==> src/core/pin_cfg_pkg.sv <==
// pin configuration package: register map, reset values, field widths
// assumes a 32-bit classic wishbone slave with word-aligned byte addresses
package pin_cfg_pkg;

	// ==========================================================
	// register offsets (byte addresses)
	localparam logic [11:0] ALT_FUNCTION_SELECT_OFF = 12'h420;
	localparam logic [11:0] DIRECTION_OFF           = 12'h400;
	localparam logic [11:0] DRIVE_LOW_OFF           = 12'h500;
	localparam logic [11:0] DRIVE_MID_OFF           = 12'h504;
	localparam logic [11:0] DRIVE_HIGH_OFF          = 12'h508;

	// ==========================================================
	// field layout and reset values
	localparam int          LINE_COUNT       = 8;
	localparam logic [7:0]  ALT_RESET_PLAIN  = 8'h00;
	localparam logic [7:0]  ALT_RESET_PORT_B = 8'h80;
	localparam logic [7:0]  ALT_RESET_PORT_C = 8'h0f;
	localparam logic [7:0]  DIRECTION_RESET  = 8'h00;
	localparam logic [7:0]  DRIVE_LOW_RESET  = 8'hff;
	localparam logic [7:0]  DRIVE_MID_RESET  = 8'h00;
	localparam logic [7:0]  DRIVE_HIGH_RESET = 8'h00;

	// ==========================================================
	// timing: side-effect clears land this many cycles after the write
	localparam int          SIBLING_CLEAR_DELAY = 2;

endpackage

==> src/core/pin_cfg.sv <==
// pin configuration for one eight-line port: alternate function select,
// direction and three drive-strength selects, where a written one clears that line's other two selects after two cycles
// assumes a classic wishbone master on clk_i and a synchronous reset
// that covers both power-on and the external reset pin
//
// Decided for this implementation: the Wishbone slave port.
`timescale 1ns/1ps

// Function
// - a select bit at one gives its line to the alternate function, at zero to software.
// - the select field is bits 7:0 and the bits above are reserved and read as zero.
// - reset clears the select bits of every ordinary line.
// - test-port lines reset with select set, so the port holding one resets to 0x80.
// - after reset every ordinary line is an input with direction and select both zero.
// - power-on reset and the external reset pin both restore the default selections.
// - writing a low-current drive bit clears that line's mid and high drive bits.
// - drive writes act per line and leave the other lines' drive settings alone.
// - a drive bit cleared as a side effect takes its new value two cycles after the write.
module pin_cfg
	import pin_cfg_pkg::*;
#(
	parameter logic [7:0] ALT_RESET = ALT_RESET_PORT_B
)
(
	input  wire logic        clk_i,
	input  wire logic        rst_i,
	input  wire logic        cyc_i,
	input  wire logic        stb_i,
	input  wire logic        we_i,
	input  wire logic [11:0] adr_i,
	input  wire logic [3:0]  sel_i,
	input  wire logic [31:0] dat_i,
	output logic      [31:0] dat_o,
	output logic             ack_o,
	output logic             err_o,
	input  wire logic [7:0]  gpio_out_i,
	input  wire logic [7:0]  alt_out_i,
	input  wire logic [7:0]  alt_oe_i,
	output logic      [7:0]  pad_out_o,
	output logic      [7:0]  pad_oe_o,
	output logic      [7:0]  alt_function_bits_o,
	output logic      [7:0]  drive_low_bit_o,
	output logic      [7:0]  drive_mid_bit_o,
	output logic      [7:0]  drive_high_bit_o
);

	// ==========================================================
	// storage
	logic [7:0] alt_function_select_reg;
	logic [7:0] direction_reg;
	logic [7:0] drive_low_select_reg;
	logic [7:0] drive_mid_select_reg;
	logic [7:0] drive_high_select_reg;

	// pending sibling clears, two stages deep, so the clear lands on the
	// second edge after the write edge
	logic [7:0] clear_low_pend;
	logic [7:0] clear_mid_pend;
	logic [7:0] clear_high_pend;
	logic [7:0] clear_low_late;
	logic [7:0] clear_mid_late;
	logic [7:0] clear_high_late;

	// one write strobe per register
	logic       wr_alt;
	logic       wr_dir;
	logic       wr_low;
	logic       wr_mid;
	logic       wr_high;

	logic       req;
	logic       wr;
	logic       hit;
	logic [7:0] wdat;

	function automatic logic mapped(input logic [11:0] a);
		mapped = (a == ALT_FUNCTION_SELECT_OFF) || (a == DIRECTION_OFF)
			|| (a == DRIVE_LOW_OFF) || (a == DRIVE_MID_OFF)
			|| (a == DRIVE_HIGH_OFF);
	endfunction

	// ==========================================================
	// bus decode
	assign req  = cyc_i && stb_i && !ack_o && !err_o;
	assign hit  = mapped(adr_i);
	// only lane 0 carries data; upper lanes are reserved
	assign wr   = req && we_i && hit && sel_i[0];
	assign wdat = dat_i[7:0];

	assign wr_alt  = wr && (adr_i == ALT_FUNCTION_SELECT_OFF);
	assign wr_dir  = wr && (adr_i == DIRECTION_OFF);
	assign wr_low  = wr && (adr_i == DRIVE_LOW_OFF);
	assign wr_mid  = wr && (adr_i == DRIVE_MID_OFF);
	assign wr_high = wr && (adr_i == DRIVE_HIGH_OFF);

	always_ff @(posedge clk_i)
	begin
		if (rst_i)
		begin
			ack_o <= 1'b0;
			err_o <= 1'b0;
		end
		else
		begin
			ack_o <= req && hit;
			err_o <= req && !hit;
		end
	end

	always_ff @(posedge clk_i)
	begin
		if (rst_i)
			dat_o <= 32'h0000_0000;
		else if (req && !we_i)
		begin
			dat_o <= 32'h0000_0000; // reserved bits read zero
			case (adr_i)
				ALT_FUNCTION_SELECT_OFF: dat_o[7:0] <= alt_function_select_reg;
				DIRECTION_OFF:           dat_o[7:0] <= direction_reg;
				DRIVE_LOW_OFF:           dat_o[7:0] <= drive_low_select_reg;
				DRIVE_MID_OFF:           dat_o[7:0] <= drive_mid_select_reg;
				DRIVE_HIGH_OFF:          dat_o[7:0] <= drive_high_select_reg;
				default:                 dat_o[7:0] <= 8'h00;
			endcase
		end
	end

	// ==========================================================
	// alternate function select and direction
	always_ff @(posedge clk_i)
	begin
		if (rst_i)
			alt_function_select_reg <= ALT_RESET;
		else if (wr_alt)
			alt_function_select_reg <= wdat;
	end

	always_ff @(posedge clk_i)
	begin
		if (rst_i)
			direction_reg <= DIRECTION_RESET; // inputs after reset
		else if (wr_dir)
			direction_reg <= wdat;
	end

	// ==========================================================
	// drive select: a written one sets its own bit at once; the two
	// siblings clear on the second edge after the write edge
	always_ff @(posedge clk_i)
	begin
		if (rst_i)
		begin
			clear_low_pend  <= 8'h00;
			clear_mid_pend  <= 8'h00;
			clear_high_pend <= 8'h00;
		end
		else
		begin
			clear_low_pend  <= 8'h00;
			clear_mid_pend  <= 8'h00;
			clear_high_pend <= 8'h00;
			if (wr_low)
			begin
				clear_mid_pend  <= wdat;
				clear_high_pend <= wdat;
			end
			if (wr_mid)
			begin
				clear_low_pend  <= wdat;
				clear_high_pend <= wdat;
			end
			if (wr_high)
			begin
				clear_low_pend  <= wdat;
				clear_mid_pend  <= wdat;
			end
		end
	end

	// second stage: the clear is applied from here, two edges after the write
	always_ff @(posedge clk_i)
	begin
		if (rst_i)
		begin
			clear_low_late  <= 8'h00;
			clear_mid_late  <= 8'h00;
			clear_high_late <= 8'h00;
		end
		else
		begin
			clear_low_late  <= clear_low_pend;
			clear_mid_late  <= clear_mid_pend;
			clear_high_late <= clear_high_pend;
		end
	end

	// a one sets, a zero leaves the line unchanged: per-line control,
	// and writing zero never leaves a line with no strength
	always_ff @(posedge clk_i)
	begin
		if (rst_i)
			drive_low_select_reg <= DRIVE_LOW_RESET;
		else if (wr_low)
			drive_low_select_reg <= (drive_low_select_reg & ~clear_low_late) | wdat;
		else
			drive_low_select_reg <= drive_low_select_reg & ~clear_low_late;
	end

	always_ff @(posedge clk_i)
	begin
		if (rst_i)
			drive_mid_select_reg <= DRIVE_MID_RESET;
		else if (wr_mid)
			drive_mid_select_reg <= (drive_mid_select_reg & ~clear_mid_late) | wdat;
		else
			drive_mid_select_reg <= drive_mid_select_reg & ~clear_mid_late;
	end

	always_ff @(posedge clk_i)
	begin
		if (rst_i)
			drive_high_select_reg <= DRIVE_HIGH_RESET;
		else if (wr_high)
			drive_high_select_reg <= (drive_high_select_reg & ~clear_high_late) | wdat;
		else
			drive_high_select_reg <= drive_high_select_reg & ~clear_high_late;
	end

	// ==========================================================
	// pad outputs; a pending clear and the lower-strength output bits mask stale bits,
	// but after a low write the pad still sees two strengths for one cycle
	always_ff @(posedge clk_i)
	begin
		if (rst_i)
		begin
			drive_low_bit_o  <= DRIVE_LOW_RESET;
			drive_mid_bit_o  <= DRIVE_MID_RESET;
			drive_high_bit_o <= DRIVE_HIGH_RESET;
		end
		else
		begin
			drive_low_bit_o  <= drive_low_select_reg & ~clear_low_late;
			drive_mid_bit_o  <= drive_mid_select_reg & ~clear_mid_late & ~drive_low_bit_o;
			drive_high_bit_o <= drive_high_select_reg & ~clear_high_late
				& ~drive_low_bit_o & ~drive_mid_bit_o;
		end
	end

	always_ff @(posedge clk_i)
	begin
		if (rst_i)
		begin
			pad_out_o           <= 8'h00;
			pad_oe_o            <= 8'h00;
			alt_function_bits_o <= ALT_RESET;
		end
		else
		begin
			alt_function_bits_o <= alt_function_select_reg;
			for (int i = 0; i < LINE_COUNT; i++)
			begin
				if (alt_function_select_reg[i]) // hardware owns the line
				begin
					pad_out_o[i] <= alt_out_i[i];
					pad_oe_o[i]  <= alt_oe_i[i];
				end
				else
				begin
					pad_out_o[i] <= gpio_out_i[i];
					pad_oe_o[i]  <= direction_reg[i];
				end
			end
		end
	end

endmodule

==> config.mk <==
export PLATFORM = sky130hd
export DESIGN_NAME = pin_cfg
export DESIGN_NICKNAME = d
export VERILOG_FILES = /design/src/core/pin_cfg_pkg.sv /design/src/core/pin_cfg.sv
export SDC_FILE = /design/constraint.sdc
export NUM_CORES = 1
export LEC_CHECK = 0
export BUFFER_PORTS_ARGS = -buffer_cell sky130_fd_sc_hd__buf_4
export CAP_MARGIN = 10
export CORE_MARGIN = 2
export CORE_UTILIZATION = 40
export CTS_BUF_LIST = sky130_fd_sc_hd__clkbuf_16
export CTS_CLUSTER_DIAMETER = 50
export CTS_CLUSTER_SIZE = 20
export DETAILED_ROUTE_END_ITERATION = 12
export GPL_ROUTABILITY_DRIVEN = 0
export PLACE_DENSITY = 0.7
export SYNTH_ARGS = -nofsm -noshare
export SYNTH_HDL_FRONTEND = slang
export SYNTH_SLANG_ARGS = --single-unit
==> constraint.sdc <==
create_clock -name clk_i -period 2.1 [get_ports clk_i]
set_clock_uncertainty 0.05 [all_clocks]
set_input_delay 0.21 -clock clk_i [delete_from_list [all_inputs] [get_ports clk_i]]
set_output_delay 0.21 -clock clk_i [all_outputs]
set_load 0.1 [all_outputs]
==> run_results.csv <==
group,metric,value,unit
worst_setup_path,path_class,"reg -> reg",
route,dr.pass1.iters,5,
route,vias_per_cell,4.96,
power,power_density,937,nW/um^2
route,routed_wl,13.3,mm
logic_synthesis,synth-seq-cells,146,
logic_synthesis,synth.distinct_cells,40,
route,drt_iter0_drc,370,
logic_synthesis,synth_warnings,0,
clock_network,clock-sinks,146,
timing,holdWs,-0.0147,ns
power,power.clock.fraction,48.1,%
clock_network,h-tree-depth,4,
final_layout,areaGrowthSynthToFinish,35.4,%
placed_design,port_buffers,107,
flow_run,max-cap-violations,0,
power,ir_drop,508,uV
power,swShare,23.9,%
logic_synthesis,async_reset_ff_share,0,%
clock_network,cts_root_buf,"clkbuf_16",
worst_setup_path,crit_path_max_fanout,8,
logic_synthesis,postSynthCellCount,522,
final_layout,n_antenna_cell,0,
logic_synthesis,synth-edff-count,0,
power,p_comb_share,9.5,%
grt,grt-ovfl-total,0,
logic_synthesis,synth_top_area_share,56.2,%
logic_synthesis,synthFlopType,"dfxtp_1",
power,intPower,0.00502,W
placed_design,hpwl,9.13,mm
logic_synthesis,yosysMostFrequentCell,"dfxtp_1",
logic_synthesis,synth_area,5200,sq um
final_layout,fill_cells,1082,
timing,period_share,88.7,%
power,switchingPower,0.00157,W
die,core_area,12700,sq um
worst_setup_path,cp-end-kind,"flop",
grt,grt_pass1_vias,4134,
timing,slew_viol_final,0,
final_layout,finalNonFillerCells,849,
timing,hold_violations,1,
clock_network,numCtsBuffers,17,
clock_network,post_cts_buffers,0,
die,start_util,41.1,%
route,routedWlPerCell,15.7,um
route,ant_nets,0,
logic_synthesis,ys_seq_area_share,56.2,%
timing,setup_viol,0,
grt,grt_usage,19.1,%
final_layout,drive_gt1_share,24.7,%
placed_design,place_inst,793,
worst_setup_path,worst_setup_path_start_kind,"flop",
die,die_h,118,um
worst_hold_path,min_path_type,"in -> reg",
power,finalPower,0.00660,W
clock_network,tritoncts,"built",
final_layout,final_util,55.6,%
route,via_count,4207,
die,row_count,41,
power,pwr-share-seq,42.4,%
timing,tightest_slew,0.785,ns
worst_hold_path,min_delay_path_depth,3,
run_status,run_status,"complete, but fails checks",
worst_setup_path,arrival,2.16,ns
clock_network,clkTransAtPathRegs,0.06,ns
timing,max_slew_margin,47.7,%
power,p_leak,2.81,nW
logic_synthesis,synth_commonest_cells,"146 x dfxtp_1, 47 x nor2_1, 32 x nor2b_1",
logic_synthesis,synth_top_area_cell,"dfxtp_1",
run_status,violations,"hold timing",
worst_setup_path,worstRegToRegCells,4,
clock_network,worstSkewPairLatency,0.42,ns
grt,grt_max_degree,83,
timing,final.setup.tns,0,ns
grt,antenna_found_initial,0,
route,drc,0,
logic_synthesis,avgSynthCellArea,9.97,sq um
timing,max_freq,537,MHz
final_layout,fin_nets,742,
grt,grt_pass1_wl,20.9,mm
die,io_pins,159,
clock_network,clock_path_buffers,2,
logic_synthesis,synth_area_leaders,"dfxtp_1 56%, mux2i_1 4.0%, nor2b_1 3.8%",
worst_setup_path,required,2.39,ns
die,fp.dieArea,13900,sq um
timing,rsz0062_at_grt,"false",
timing,period_minus_slack,1.86,ns
die,die_w,118,um
logic make-up (layout without fill, tap and decap cells):
kind of cell    Yosys count  after routing  share of synthesized area [%]
compound gates           91             91                           10.7
xor+xnor                  1              1                          0.168
buf+inv                  59            191                           6.59
flops                   146            146                           56.2
mux                      27             27                           5.34
other cells               1             24                         0.0721
simple gates            197            197                           21.0
what timing repair did:
action                     CTS  global route
hold buffers                25             0
hold endpoints to repair    19             0
gates resized for setup      0             0
setup endpoints to repair    0             0
power groups by stage:
stage	Combinational, W	Sequential [W]	Clock, W
floorplan	0.000332	0.00298	0
global placement	0.000580	0.00286	0
detailed placement	0.000585	0.00286	0
CTS	0.000624	0.00280	0.00321
global route	0.000652	0.00280	0.00332
finish	0.000626	0.00280	0.00318
worst paths after layout:
path / from / endpoint / slack, ns
max: ack_o / alt_function_select_reg[1] / 0.24
min: alt_out_i[4] / pad_out_o[4] / -0.01
max reg2reg: ack_o / alt_function_select_reg[1] / 0.24
min reg2reg: drive_mid_bit_o[4] / drive_high_bit_o[4] / 0.37
through the flow:
stage	area, sq um	worst slack (ns)
after floorplan	5290	0.133
after global placement	6170	0.107
after detailed placement	6170	0.0746
after CTS	7050	0.265
after global routing	7050	0.0115
final	7050	0.237
routing by layer:
metal / wire length (um) / up-vias / track usage (%)
met2: 6480 / 160 / 32.2
met1: 5560 / 1968 / 23.2
met4: 352 / 0 / 8.51
li1: - / 2047 / -
met5: 0 / - / 0
met3: 902 / 32 / 4.51
cell usage in the layout (no fill, tap or decap), types with 19 or more instances in the layout:
cell type        n
buf_4          123
nand2_1         19
conb_1          24
dfxtp_1        144
nor2_1          47
o21ai_0         22
nor2b_1         32
nand2b_1        25
a21oi_1         31
dlygate4sd3_1   25
nand3_1         26
mux2i_1         21
layout make-up:
type                            count  area (sq um)  area share (%)
Sequential cell                   146          2930            41.5
Multi-Input combinational cell    340          2030            28.8
Timing Repair Buffer              150          1210            17.2
Clock buffer                       17           425            6.04
Tap cell                          172           215            3.05
Clock inverter                     14           198            2.81
Inverter                           10          37.5           0.533
worst max-delay path, stage by stage (launching register included):
cell and delay [ns]:
dfxtp_2 0.32, nor4bb_1 0.41, nand3_1 0.31, or2_0 0.46, o21ai_0 0.22
No activity file was read; power rests on OpenSTA's default activity.
